===== config.mk =====
export PLATFORM = sky130hd
export DESIGN_NAME = pic_timer
export DESIGN_NICKNAME = d
export VERILOG_FILES = /design/src/pic_timer.v
export VERILOG_INCLUDE_DIRS = /design/src /design/src/src
export SDC_FILE = /design/constraint.sdc
export NUM_CORES = 1
export LEC_CHECK = 0
export ABC_CLOCK_PERIOD_IN_PS = 3000
export BUFFER_PORTS_ARGS = -buffer_cell sky130_fd_sc_hd__buf_2
export CORE_ASPECT_RATIO = 0.6
export CORE_MARGIN = 2
export CORE_UTILIZATION = 25
export DETAILED_ROUTE_END_ITERATION = 12
export GPL_TIMING_DRIVEN = 0
export SYNTH_ARGS = -nofsm -noshare
export SYNTH_HDL_FRONTEND = slang
export SYNTH_SLANG_ARGS = --single-unit
export TNS_END_PERCENT = 20

===== constraint.sdc =====
create_clock -name clk_sys -period 3 [get_ports clk_sys]
set_input_delay 0.3 -clock clk_sys [delete_from_list [all_inputs] [get_ports clk_sys]]
set_output_delay 0.3 -clock clk_sys [all_outputs]
set_load 0.02 [all_outputs]

===== src/pic_timer_defs.vh =====
`ifndef PIC_TIMER_DEFS_VH
`define PIC_TIMER_DEFS_VH

// port decode on io_addr
`define PIC_ADDR_CW 2'h3
// control word field positions
`define PIC_CW_SC_HI 7
`define PIC_CW_SC_LO 6
`define PIC_CW_RW_HI 5
`define PIC_CW_RW_LO 4
`define PIC_CW_MODE_HI 3
`define PIC_CW_MODE_LO 1
`define PIC_CW_BCD 0
// read-back command bits, active low selects
`define PIC_RB_LATCH_COUNT_SELECT 5
`define PIC_RB_LATCH_STATUS_SELECT 4
`define PIC_SC_READBACK 2'h3
// read/write formats
`define PIC_RW_LATCH 2'h0
`define PIC_RW_LSB 2'h1
`define PIC_RW_MSB 2'h2
`define PIC_RW_BOTH 2'h3
// modes
`define PIC_MODE0 3'h0
`define PIC_MODE1 3'h1
`define PIC_MODE2 3'h2
`define PIC_MODE3 3'h3
`define PIC_MODE4 3'h4
`define PIC_MODE5 3'h5
// timer tick divider
`define PIC_OSC_DIV 4'hc
`define PIC_OSC_DIV_LAST 4'hb
`define PIC_OSC_DIV_HALF_LAST 4'h5
`define PIC_OSC_DIV_HALF 4'h6
// reset values
`define PIC_RST_CW 6'h00
`define PIC_RST_COUNT 16'h0000
`define PIC_RST_BYTE 8'h00

`endif


===== src/pic_timer.v =====
// Behaviour
// - latch command freezes count until read
// - repeated latch without read is ignored
// - read-back returns status, then count bytes
// - repeated read-back ignored; latches persist until read
// - timer tick is oscillator divided by twelve
// - mode 0 output low until zero count
// - mode 0 load tick not counted; gate enables
// - mode 0 count loads on next tick
// - mode 0 loads with gate low, waits
// - mode 1 trigger starts N-tick low pulse
// - mode 1 retrigger reloads and extends pulse
// - mode 2 one low tick every N
// - mode 2 gate low forces high; trigger reloads
// - mode 2 new count loads at cycle end
// - mode 3 square wave, odd high longer
// - mode 4 strobe low N+1 ticks after write
// - mode 4 new count restarts sequence
// - mode 5 strobe N+1 ticks after trigger
// - mode 5 new count used at next trigger
// - gate level sampled on tick rise
// - gate edge flip-flop sampled, then cleared
// - count loads/decrements on tick fall; wraps
// - counters 0 and 1 gates tied low
`timescale 1ns/100ps
`include "pic_timer_defs.vh"

module pic_timer (
  input wire clk_sys,
  input wire rst_b,
  input wire clk_en,
  input wire oscillator_input,
  input wire counter2_gate_input,
  input wire io_wr,
  input wire io_rd,
  input wire [1:0] io_addr,
  input wire [7:0] io_wdata,
  output reg [7:0] io_rdata,
  output wire timer_tick,
  output wire counter0_output,
  output wire counter1_output,
  output wire counter2_output
);

  reg osc_prev_q;
  reg [3:0] div_q;
  reg tick_q;
  reg tick_rise_q;
  reg tick_fall_q;
  wire osc_edge;
  wire [2:0] gate_vec;
  wire [2:0] cnt_out;
  wire [7:0] rd_byte [0:2];

  assign osc_edge = oscillator_input & ~osc_prev_q;
  // only counter 2 has a usable gate
  assign gate_vec = {counter2_gate_input, 1'b0, 1'b0};
  assign timer_tick = tick_q;
  assign counter0_output = cnt_out[0];
  assign counter1_output = cnt_out[1];
  assign counter2_output = cnt_out[2];

  // tick high for six oscillator periods, low for six
  always @(posedge clk_sys) begin
    if (!rst_b) begin
      osc_prev_q <= 1'b0;
      div_q <= 4'h0;
      tick_q <= 1'b0;
      tick_rise_q <= 1'b0;
      tick_fall_q <= 1'b0;
    end else if (clk_en) begin
      osc_prev_q <= oscillator_input;
      tick_rise_q <= osc_edge && (div_q == `PIC_OSC_DIV_LAST);
      tick_fall_q <= osc_edge && (div_q == `PIC_OSC_DIV_HALF_LAST);
      if (osc_edge) begin
        div_q <= (div_q == `PIC_OSC_DIV_LAST) ? 4'h0 : div_q + 4'h1;
        tick_q <= (div_q == `PIC_OSC_DIV_LAST) ||
          ((div_q < `PIC_OSC_DIV_HALF_LAST) && (div_q != `PIC_OSC_DIV_LAST));
      end
    end
  end

  always @(posedge clk_sys) begin
    if (!rst_b) begin
      io_rdata <= `PIC_RST_BYTE;
    end else if (clk_en && io_rd) begin
      io_rdata <= (io_addr == `PIC_ADDR_CW) ? `PIC_RST_BYTE : rd_byte[io_addr];
    end
  end

  function [15:0] dec_cnt;
    input [15:0] v;
    input bcd;
    reg [15:0] r;
    reg borrow;
    integer k;
    begin
      r = v;
      borrow = 1'b1;
      if (!bcd) begin
        r = v - 16'h0001;
      end else begin
        for (k = 0; k < 4; k = k + 1) begin
          if (borrow) begin
            if (r[4*k +: 4] == 4'h0) begin
              r[4*k +: 4] = 4'h9;
            end else begin
              r[4*k +: 4] = r[4*k +: 4] - 4'h1;
              borrow = 1'b0;
            end
          end
        end
      end
      dec_cnt = r;
    end
  endfunction

  genvar i;
  generate
    for (i = 0; i < 3; i = i + 1) begin : g_cnt
      reg [5:0] cw_q;
      reg [7:0] cil_q;
      reg [7:0] cih_q;
      reg [15:0] ce_q;
      reg [15:0] ol_q;
      reg [7:0] st_q;
      reg cl_q;
      reg sl_q;
      reg wr_msb_q;
      reg rd_msb_q;
      reg null_q;
      reg out_q;
      reg armed_q;
      reg lp_q;
      reg gprev_q;
      reg gff_q;
      reg trig_q;
      reg gs_q;
      wire [2:0] mode;
      wire [1:0] rw;
      wire [15:0] cnt;
      wire [15:0] dec;
      wire [16:0] n17;
      wire [15:0] half_hi;
      wire [15:0] half_lo;
      wire gate;
      wire gedge;
      wire wr_cw;
      wire wr_data;
      wire rd_data;
      wire rb_sel;
      wire data_done;
      wire rd_hi;
      wire [15:0] rd_src;

      assign gate = gate_vec[i];
      assign gedge = gate & ~gprev_q;
      // modes 6 and 7 alias 2 and 3
      assign mode = (cw_q[3:2] == 2'h3) ? {1'b0, cw_q[2:1]} : cw_q[3:1];
      assign rw = cw_q[5:4];
      assign cnt = {cih_q, cil_q};
      assign dec = dec_cnt(ce_q, cw_q[0]);
      assign n17 = (cnt == 16'h0000) ? 17'h10000 : {1'b0, cnt};
      assign half_hi = n17[16:1] + {15'h0000, n17[0]};
      assign half_lo = n17[16:1];
      assign wr_cw = io_wr && (io_addr == `PIC_ADDR_CW) &&
        (io_wdata[`PIC_CW_SC_HI:`PIC_CW_SC_LO] == i);
      assign rb_sel = io_wr && (io_addr == `PIC_ADDR_CW) &&
        (io_wdata[`PIC_CW_SC_HI:`PIC_CW_SC_LO] == `PIC_SC_READBACK) && io_wdata[i+1];
      assign wr_data = io_wr && (io_addr == i);
      assign rd_data = io_rd && (io_addr == i);
      assign data_done = wr_data && ((rw != `PIC_RW_BOTH) || wr_msb_q);
      assign rd_hi = (rw == `PIC_RW_MSB) || ((rw == `PIC_RW_BOTH) && rd_msb_q);
      assign rd_src = cl_q ? ol_q : ce_q;
      assign rd_byte[i] = sl_q ? st_q : (rd_hi ? rd_src[15:8] : rd_src[7:0]);
      assign cnt_out[i] = out_q;

      always @(posedge clk_sys) begin
        if (!rst_b) begin
          cw_q <= `PIC_RST_CW;
          cil_q <= `PIC_RST_BYTE;
          cih_q <= `PIC_RST_BYTE;
          ce_q <= `PIC_RST_COUNT;
          ol_q <= `PIC_RST_COUNT;
          st_q <= `PIC_RST_BYTE;
          cl_q <= 1'b0;
          sl_q <= 1'b0;
          wr_msb_q <= 1'b0;
          rd_msb_q <= 1'b0;
          null_q <= 1'b0;
          out_q <= 1'b0;
          armed_q <= 1'b0;
          lp_q <= 1'b0;
          gprev_q <= 1'b0;
          gff_q <= 1'b0;
          trig_q <= 1'b0;
          gs_q <= 1'b0;
        end else if (clk_en) begin
          gprev_q <= gate;
          // edge caught in the sampling cycle is not lost
          if (tick_rise_q) begin
            gs_q <= gate;
            trig_q <= gff_q | gedge;
            gff_q <= 1'b0;
          end else if (gedge) begin
            gff_q <= 1'b1;
          end
          if (tick_fall_q) begin
            trig_q <= 1'b0;
            case (mode)
              `PIC_MODE0, `PIC_MODE4: begin
                if (lp_q) begin
                  ce_q <= cnt;
                  lp_q <= 1'b0;
                  null_q <= 1'b0;
                  armed_q <= 1'b1;
                end else if (gs_q) begin
                  ce_q <= dec;
                  if (mode == `PIC_MODE0 && ce_q == 16'h0001) begin
                    out_q <= 1'b1;
                  end
                  if (mode == `PIC_MODE4) begin
                    out_q <= ~(armed_q && ce_q == 16'h0001);
                    if (ce_q == 16'h0001) begin
                      armed_q <= 1'b0;
                    end
                  end
                end
              end
              `PIC_MODE1, `PIC_MODE5: begin
                if (trig_q && !null_q) begin
                  ce_q <= cnt;
                  armed_q <= 1'b1;
                  out_q <= (mode == `PIC_MODE5);
                end else if (trig_q && null_q && !lp_q) begin
                  ce_q <= cnt;
                  null_q <= 1'b0;
                  armed_q <= 1'b1;
                  out_q <= (mode == `PIC_MODE5);
                end else begin
                  ce_q <= dec;
                  if (mode == `PIC_MODE1) begin
                    if (armed_q && ce_q == 16'h0001) begin
                      out_q <= 1'b1;
                      armed_q <= 1'b0;
                    end
                  end else begin
                    out_q <= ~(armed_q && ce_q == 16'h0001);
                    if (ce_q == 16'h0001) begin
                      armed_q <= 1'b0;
                    end
                  end
                end
              end
              `PIC_MODE2: begin
                if (lp_q || trig_q) begin
                  ce_q <= cnt;
                  lp_q <= 1'b0;
                  null_q <= 1'b0;
                  armed_q <= 1'b1;
                  out_q <= 1'b1;
                end else if (gs_q && armed_q) begin
                  if (ce_q == 16'h0001) begin
                    ce_q <= cnt;
                    null_q <= 1'b0;
                    out_q <= 1'b1;
                  end else begin
                    ce_q <= dec;
                    out_q <= (dec != 16'h0001);
                  end
                end
              end
              `PIC_MODE3: begin
                if (lp_q || trig_q) begin
                  ce_q <= half_hi;
                  lp_q <= 1'b0;
                  null_q <= 1'b0;
                  armed_q <= 1'b1;
                  out_q <= 1'b1;
                end else if (gs_q && armed_q) begin
                  if (ce_q == 16'h0001) begin
                    out_q <= ~out_q;
                    ce_q <= out_q ? half_lo : half_hi;
                    null_q <= 1'b0;
                  end else begin
                    ce_q <= ce_q - 16'h0001;
                  end
                end
              end
              default: begin
                ce_q <= ce_q;
              end
            endcase
          end
          // gate low forces the output high without waiting for a tick
          if ((mode == `PIC_MODE2 || mode == `PIC_MODE3) && !gate) begin
            out_q <= 1'b1;
          end
          if (wr_data) begin
            case (rw)
              `PIC_RW_LSB: begin
                cil_q <= io_wdata;
                cih_q <= 8'h00;
              end
              `PIC_RW_MSB: begin
                cil_q <= 8'h00;
                cih_q <= io_wdata;
              end
              default: begin
                if (!wr_msb_q) begin
                  cil_q <= io_wdata;
                end else begin
                  cih_q <= io_wdata;
                end
                wr_msb_q <= ~wr_msb_q;
              end
            endcase
          end
          if (data_done) begin
            null_q <= 1'b1;
            if (mode == `PIC_MODE0 || mode == `PIC_MODE4) begin
              lp_q <= 1'b1;
            end
            if ((mode == `PIC_MODE2 || mode == `PIC_MODE3) && !armed_q) begin
              lp_q <= 1'b1;
            end
            if (mode == `PIC_MODE0) begin
              out_q <= 1'b0;
            end
          end
          if (rd_data) begin
            if (sl_q) begin
              sl_q <= 1'b0;
            end else if (rw == `PIC_RW_BOTH && !rd_msb_q) begin
              rd_msb_q <= 1'b1;
            end else begin
              rd_msb_q <= 1'b0;
              cl_q <= 1'b0;
            end
          end
          if ((wr_cw && io_wdata[`PIC_CW_RW_HI:`PIC_CW_RW_LO] == `PIC_RW_LATCH) ||
              (rb_sel && !io_wdata[`PIC_RB_LATCH_COUNT_SELECT])) begin
            if (!cl_q) begin
              ol_q <= ce_q;
              cl_q <= 1'b1;
            end
          end
          if (rb_sel && !io_wdata[`PIC_RB_LATCH_STATUS_SELECT] && !sl_q) begin
            st_q <= {out_q, null_q, cw_q};
            sl_q <= 1'b1;
          end
          if (wr_cw && io_wdata[`PIC_CW_RW_HI:`PIC_CW_RW_LO] != `PIC_RW_LATCH) begin
            cw_q <= io_wdata[5:0];
            out_q <= (io_wdata[3:1] != `PIC_MODE0);
            cl_q <= 1'b0;
            sl_q <= 1'b0;
            wr_msb_q <= 1'b0;
            rd_msb_q <= 1'b0;
            null_q <= 1'b1;
            armed_q <= 1'b0;
            lp_q <= 1'b0;
          end
        end
      end
    end
  endgenerate

endmodule // pic_timer


==> results of run 1 <==
what timing repair did:
item,4_1_cts,5_1_grt
buffers inserted,0,5
pin swaps,0,2
gates resized for setup,7,28
endpoints found under the setup margin,20,30
hold buffers,0,0
Yosys cell counts, drive strengths merged (13+ instances only):
library cell / count / share of area
dfxtp: 230 / 0.31
nand2: 211 / 0.053
nor2: 208 / 0.053
a21oi: 182 / 0.062
clkbuf: 140 / 0.039
mux2i: 121 / 0.082
o21ai: 114 / 0.038
inv: 49 / 0.012
nand3: 45 / 0.015
nor3b: 41 / 0.021
xnor2: 41 / 0.024
nor3: 36 / 0.012
ha: 32 / 0.027
buf: 28 / 0.012
a31oi: 27 / 0.012
mux4: 26 / 0.040
nand3b: 25 / 0.013
o211ai: 23 / 0.012
nand4: 22 / 0.0097
nor4: 22 / 0.013
nand2b: 18 / 0.0076
and2: 16 / 0.0067
and3: 16 / 0.0067
nor2b: 15 / 0.0063
o31ai: 13 / 0.0075
xor2: 13 / 0.0077
final cells by class:
class                   count  area [sq um]  share of cell area
multi-input cells        1435          9400               0.552
clock inverters            12           249              0.0146
diodes                      1          2.50            0.000147
repair buffers             30           163             0.00956
inverters                  51           191              0.0113
plain buffers             167           768              0.0452
clock buffers              31           657              0.0386
well taps                 781           977              0.0574
flip-flops and latches    230          4610               0.271
per-layer routing:
layer  wire, microns  GRT usage  share of wire  vias up
li1                -          -              -     6881
met3            8570     0.0708           0.14      101
met4            1260     0.0370          0.021        2
met5              14          0        0.00024        -
met2           20600      0.232           0.35      938
met1           28900      0.295           0.49     7510
worst reg2reg max path: stages, from the launching register on:
cell and delay [ns]:
dfxtp_1 0.32, buf_4 0.19, inv_1 0.14, ha_2 0.28, or4bb_2 0.69, o211ai_1 0.15, o211ai_2 0.20, or4_1 0.59
nor4_2 0.16, a21oi_1 0.12
per-stage QoR:
step	utilization	std cells	hold slack, ns
after global routing	0.289	2737	0.0507
after detailed placement	0.271	2689	0.437
after global placement	0.271	2689	0.435
after floorplan	-	1884	0.436
final	0.289	2738	0.0219
after CTS	0.286	2731	0.0203
cell families (layout without fill, tap and decap cells):
group / count (synthesis) / in the layout / synth area share
buffers and inverters: 219 / 291 / 0.0643
xor gates and xnor gates: 54 / 54 / 0.0319
muxes: 152 / 152 / 0.125
AOI/OAI and AO/OA: 474 / 474 / 0.198
other: 0 / 1 / 0
adders and majority gates: 32 / 32 / 0.0270
and+or+nand+nor: 723 / 723 / 0.244
DFF: 230 / 230 / 0.310
placed cells by master, fill, tap and decap left out, types with 16 or more instances in the layout:
| cell | instances |
|---|---|
| mux2i_1 | 117 |
| buf_2 | 40 |
| ha_1 | 30 |
| a31oi_1 | 26 |
| a21oi_1 | 179 |
| nand3b_1 | 25 |
| and3_1 | 16 |
| nand2b_1 | 18 |
| dfxtp_1 | 228 |
| o21ai_0 | 109 |
| inv_1 | 47 |
| xnor2_1 | 40 |
| o211ai_1 | 22 |
| nand4_1 | 21 |
| clkbuf_1 | 133 |
| mux4_2 | 25 |
| nor3b_1 | 37 |
| nand2_1 | 211 |
| clkbuf_16 | 24 |
| nand3_1 | 45 |
| nor3_1 | 36 |
| nor2_1 | 207 |
state kept, by name (all words and copies together) (netlist names), 3 cells and up:
signal / flops
g_cnt.cih_q: 24
g_cnt.ce_q: 48
g_cnt.ol_q: 48
div_q: 4
io_rdata: 8
g_cnt.lp_q: 3
g_cnt.armed_q: 3
g_cnt.cl_q: 3
g_cnt.rd_msb_q: 3
g_cnt.wr_msb_q: 3
g_cnt.cil_q: 24
g_cnt.st_q: 24
g_cnt.null_q: 3
g_cnt.cw_q: 18
g_cnt.sl_q: 3
final timing paths:
check,start,end,slack [ns]
max,g_cnt[2].ce_q[0],counter2_output,0.02
min,oscillator_input,osc_prev_q,0.02
max reg2reg,g_cnt[2].ce_q[0],counter2_output,0.02
min reg2reg,io_rdata[6],io_rdata[6],0.45
report_power, final:
part | switching, mW | internal, mW | total [mW]
clock network | 1.38 | 2.15 | 3.53
logic | 0.325 | 0.110 | 0.435
registers | 0.0257 | 3.08 | 3.10
==> results by group, run 1 <==
Synth
  – Yosys cell types: 89
  – Netlist area before placement: about 15,000 sq um
  – Sequential share of the synthesized area: 0.310
  – Top FF cell, synth: dfxtp_1
  – Yosys reg bits: 230
  – Mapped Cells: 1,884
  – Fraction of registers with async set/reset: 0
  – EDFF count, synth: 0
  – Synth Net Count: 1,933
  – Yosys warns: 0
  – Synth Area per Inst: around 7.9 sq um

Clock network
  – H-Tree Depth: 1
  – CTS tree: yes
  – Total CTS buffers: 24
  – Longest Clk Path Bufs: 3
  – Clock latency on the worst-skew pair: 0.56 ns
  – Total clock sinks: 230
  – Clk slew on worst S/H paths: 0.06 ns
  – CTS root buf: clkbuf_16

Timing
  – Slew margin rel.: 0.160
  – FMAX: 335 MHz
  – RSZ-0062 raised after global routing: yes
  – Final Hold Viols: 0
  – Final period utilization: 0.994
  – Setup WS post-layout: 0.0190 ns
  – Max Clock Skew: 0.0237 ns
  – Min cycle time layout: roughly 3.0 ns
  – Aggregate negative setup slack: 0 ns
  – Final Max Tran Viols: 0
  – Final setup violation count: 0
  – Worst-margin pin slew: 1.26 ns

Global routing
  – Gr ovfl total: 0
  – Initial antenna violation count: 3
  – Largest net degree at the start of global routing: 15
  – Global-route usage over all layers: 0.188
  – Vias in the first global route: 14,000
  – First-pass GRT wire length: roughly 90,000 microns

Critical path
  – Critical path's largest stage delay: 0.69 ns
  – CP Depth: 9
  – Classification of the worst setup path: register to register
  – Required time of the critical path: 3.42 ns
  – CP Cell Sequence: buf_4 -> inv_1 -> ha_2 -> or4bb_2 -> o211ai_1 -> o211ai_2 -> or4_1 -> nor4_2 -> a21oi_1
  – Crit Path Max Fanout: 9
  – WP buf/inv: 2
  – CP arrival: 3.40 ns
  – Max stage delay cell, worst path: or4bb_2
  – CP endpoint kind: register
  – Cells on worst reg2reg path: 9
  – Top delay family on crit path: simple AND/OR/NAND/NOR gates
  – Startpoint types: register

Placed design
  – Post-Place Worst Slack: -0.659 ns
  – Cell Area, Placed: 15,900 sq um
  – Placer Congestion: a little under 1
  – PortBufs: 24
  – Final HPWL from detailed placement: 44,700 microns

Floorplanning
  – Die width: 318 microns
  – Boundary pin count: 29
  – Starting density of the core: 0.252
  – Core Area: about 59,000 sq um
  – Die ar.: 61,400 sq um
  – Row cnt: 69
  – Die height: 193 microns

Layout
  – Fill count: 6,355
  – Area Growth Syn to Fin: 14.7%
  – Design area: 17,000 sq um
  – Layout cells sized above 1: 0.0925
  – Final net count: 1,988

Routing
  – Final ANT Viol Nets: 0
  – Starting DRT DRC Count: 2,274
  – Vias per inst: 5.64
  – Routed via count: 15,400
  – WL/cell: 21.7 microns
  – Residual DRC count: 0
  – Drt total wl: 59,400 microns
  – Drt first pass iters: 5

Pwr
  – Tot Pwr: 7.07 mW
  – VDD IR-drop max: 0.000362 V
  – Leak: 5.75 nW
  – Power Density: just over 400 nW/um^2

Min path
  – Type of the most critical hold path: primary input to register
  – Count of cells along the worst hold path: 3

Flow run
  – Max-cap violations: 0

Outcome
  – Status: completed
Power figures use the tool's default switching activity.
==> run 2: changes to the inputs <==
- ABC_AREA: default -> 1
==> run 2 against run 1 <==
Against the previous run:
- the flow now finishes with violations (setup timing)
- synthesized cell count rose by 21%
- register-to-register slack got worse by 0.07 ns
- sequential share of layout area barely moved
- maximum frequency fell by 2.3%
- hold slack improved by 0.036 ns
- final area barely moved
- sequential cell count did not move
- sequential power barely moved
- clock power fell by 6.2%
- final cell count rose by 14%
- global-route usage rose by 0.14 points
- critical path type unchanged
==> results by group, run 2 <==
Global routing
  – First-pass GRT wire length: 91,300 microns (+2.6%)
  – Initial antenna violation count: 1 (-2)
  – Global-route usage over all layers: 0.189 (+0.00141)
  – Gr ovfl total: 0 (unchanged)
  – Vias in the first global route: 14,200 (+1.5%)
  – Largest net degree at the start of global routing: 15 (unchanged)

Floorplanning
  – Die width: 320 microns (+0.63%)
  – Row cnt: 69 (unchanged)
  – Die height: 194 microns (+0.62%)
  – Boundary pin count: 29 (unchanged)
  – Starting density of the core: 0.253 (+0.00135)
  – Die ar.: 62,100 sq um (+1.3%)
  – Core Area: 59,300 sq um (+0.73%)

Routing
  – Vias per inst: 5.32 (-5.6%)
  – WL/cell: 19.6 microns (-9.5%)
  – Routed via count: 16,700 (+8.0%)
  – Final ANT Viol Nets: 0 (unchanged)
  – Drt total wl: 61,500 microns (+3.5%)
  – Drt first pass iters: 5 (unchanged)
  – Residual DRC count: 0 (unchanged)
  – Starting DRT DRC Count: 2,680 (+18%)

Synth
  – Sequential share of the synthesized area: 0.307 (-0.00390)
  – Mapped Cells: 2,281 (+21%)
  – Netlist area before placement: 15,000 sq um (+1.3%)
  – Fraction of registers with async set/reset: 0 (unchanged)
  – Most common cell in the synthesized netlist: nand2_1
  – EDFF count, synth: 0 (unchanged)
  – Yosys warns: 0 (unchanged)
  – Yosys reg bits: 230 (unchanged)
  – Most frequent cells after synthesis: 390 x nand2_1, 283 x a21oi_1, 281 x inv_1
  – Synth Area per Inst: 6.59 sq um (-16%)
  – Top FF cell, synth: dfxtp_1
  – Synth Net Count: 2,330 (+21%)
  – Yosys cell types: 60 (-33%)
  – Area contributors post-synth: dfxtp_1 31%, nand2_1 9.7%, a21oi_1 9.4%
  – Yosys top cell by area: dfxtp_1
  – Yosys top cell area share: 0.307 (-0.00390)

Timing
  – Aggregate negative setup slack: -0.0515 ns (-0.0515 ns)
  – FMAX: 328 MHz (-2.3%)
  – Setup WS post-layout: -0.0515 ns (-0.0705 ns)
  – Final Max Tran Viols: 0 (unchanged)
  – Final period utilization: 1.02 (+0.0235)
  – Final Hold Viols: 0 (unchanged)
  – Min cycle time layout: 3.05 ns (+0.0705 ns)
  – Max Clock Skew: 0.0373 ns (+0.0137 ns)
  – Worst-margin pin slew: 1.45 ns (+0.188 ns)
  – Final setup violation count: 1 (+1)
  – Slew margin rel.: 0.0349 (-0.125)

Critical path
  – Startpoint types: register
  – CP arrival: 3.48 ns (+0.08 ns)
  – Required time of the critical path: 3.43 ns (about the same)
  – CP endpoint kind: register
  – Crit Path Max Fanout: 10 (+1)
  – Classification of the worst setup path: register to register

Layout
  – Final net count: 2,379 (+20%)
  – Most common cell after layout, fill and taps aside: nand2_1
  – Most frequent cells in the layout: 390 x nand2_1, 283 x a21oi_1, 280 x inv_1, 229 x dfxtp_1, 222 x o21ai_0
  – Design area: 17,000 sq um (about the same)
  – Layout cells sized above 1: 0.0941 (+0.00159)
  – Fill count: 6,570 (+3.4%)
  – Area Growth Syn to Fin: 13.3%
  – Top Registers: g_cnt.ce_q: 48 flops, g_cnt.ol_q: 48 flops

Placed design
  – Final HPWL from detailed placement: 48,100 microns (+7.7%)
  – Cell Area, Placed: 16,100 sq um (+1.2%)
  – Placer Congestion: 0.975 (-1.3%)
  – PortBufs: 23 (-4.2%)
  – Post-Place Worst Slack: 0.0853 ns (+0.745 ns)

Pwr
  – Power Density: 411 nW/um^2 (-1.1%)
  – VDD IR-drop max: 0.000379 V (+4.7%)
  – Leak: 6.48 nW (+13%)

Clock network
  – CTS tree: yes
  – Clock latency on the worst-skew pair: 0.58 ns (+0.02 ns)
  – Post-CTS sizing: 0 (-7)
  – Longest Clk Path Bufs: 3 (unchanged)
  – Setup bufs post-CTS: 0 (unchanged)
  – Clk slew on worst S/H paths: 0.07 ns (about the same)
  – Hold_buf cts: 0 (unchanged)
  – H-Tree Depth: 1 (unchanged)
  – Total clock sinks: 230 (unchanged)
  – CTS root buf: clkbuf_16
  – Total CTS buffers: 24 (unchanged)

Min path
  – Type of the most critical hold path: primary input to register

Outcome
  – Status: finished, violations left
  – Failing checks: setup timing

Flow run
  – Max-cap violations: 0 (unchanged)
-- run 2: cell count changes in the layout (fill, tap and decap cells not counted), moves of 46 or more --
| cell | delta |
|---|---|
| mux2i_1 | -117 |
| clkbuf_1 | -57 |
| o21ai_0 | +113 |
| nand2_1 | +179 |
| inv_1 | +233 |
| nand3_1 | +116 |
| a21oi_1 | +104 |
| a211oi_1 | +46 |
| nor2_1 | -67 |
-- run 2: cell type report --
type | instances | area [sq um] | area share
diodes | 4 | 10.0 | 0.000588
plain buffers | 115 | 482 | 0.0283
inverters | 316 | 1190 | 0.0699
repair buffers | 23 | 115 | 0.00677
clock buffers | 34 | 709 | 0.0417
flip-flops and latches | 230 | 4610 | 0.271
clock inverters | 10 | 131 | 0.00772
multi-input cells | 1620 | 8790 | 0.517
well taps | 781 | 977 | 0.0574
-- run 2: final timing paths --
check | start | to | slack, ns | depth (start not counted)
min reg2reg | g_cnt[0].ol_q[11] | g_cnt[0].ol_q[11] | 0.45 | 2
min | counter2_gate_input | g_cnt[2].gs_q | 0.06 | 3
max | g_cnt[1].cl_q | io_rdata[4] | -0.05 | 8
max reg2reg | g_cnt[1].cl_q | io_rdata[4] | -0.05 | 8
-- run 2: cells by family (layout without fill, tap and decap cells) --
group / after synthesis / count (layout) / share of synthesized area
and+or+nand+nor: 828 / 828 / 0.254
buffers and inverters: 431 / 498 / 0.111
xor gates and xnor gates: 15 / 15 / 0.00925
other: 0 / 4 / 0
DFF: 230 / 230 / 0.307
AOI/OAI and AO/OA: 745 / 745 / 0.292
adders and majority gates: 32 / 32 / 0.0267
-- run 2: metal layers --
layer,share of wire,vias to the layer above,global-route usage
met5,0.0026,-,0.0375
met4,0.0082,2,0.0165
met3,0.16,49,0.0863
met2,0.33,930,0.210
met1,0.50,7754,0.313
li1,-,7930,-
-- run 2: critical path, cell delays in order, from the launching register on --
cell	delay, ns
dfxtp_1	0.32
clkbuf_1	0.31
clkbuf_1	0.44
nand2_1	0.09
o21ai_0	0.12
nand2_1	0.09
a221oi_1	1.18
or3b_1	0.30
a21oi_1	0.08
-- run 2: report_power, final --
group | switching, mW | internal, mW | total [mW] | leakage, nW
Sequential | 0.0382 | 3.09 | 3.13 | 1.86
Clock | 1.40 | 1.91 | 3.31 | 0.421
Combinational | 0.421 | 0.128 | 0.549 | 4.20
Total | 1.86 | 5.13 | 6.99 | 6.48
-- run 2: per-stage QoR --
| step | hold slack [ns] | power [mW] | cells | utilization |
|---|---|---|---|---|
| floorplan | 0.424 | 3.49 | 2281 | - |
| global placement | 0.439 | 3.71 | 3085 | 0.272 |
| detailed placement | 0.438 | 3.71 | 3085 | 0.272 |
| CTS | 0.0480 | 6.96 | 3129 | 0.286 |
| global route | 0.0551 | 7.16 | 3132 | 0.287 |
| finish | 0.0581 | 6.99 | 3133 | 0.287 |
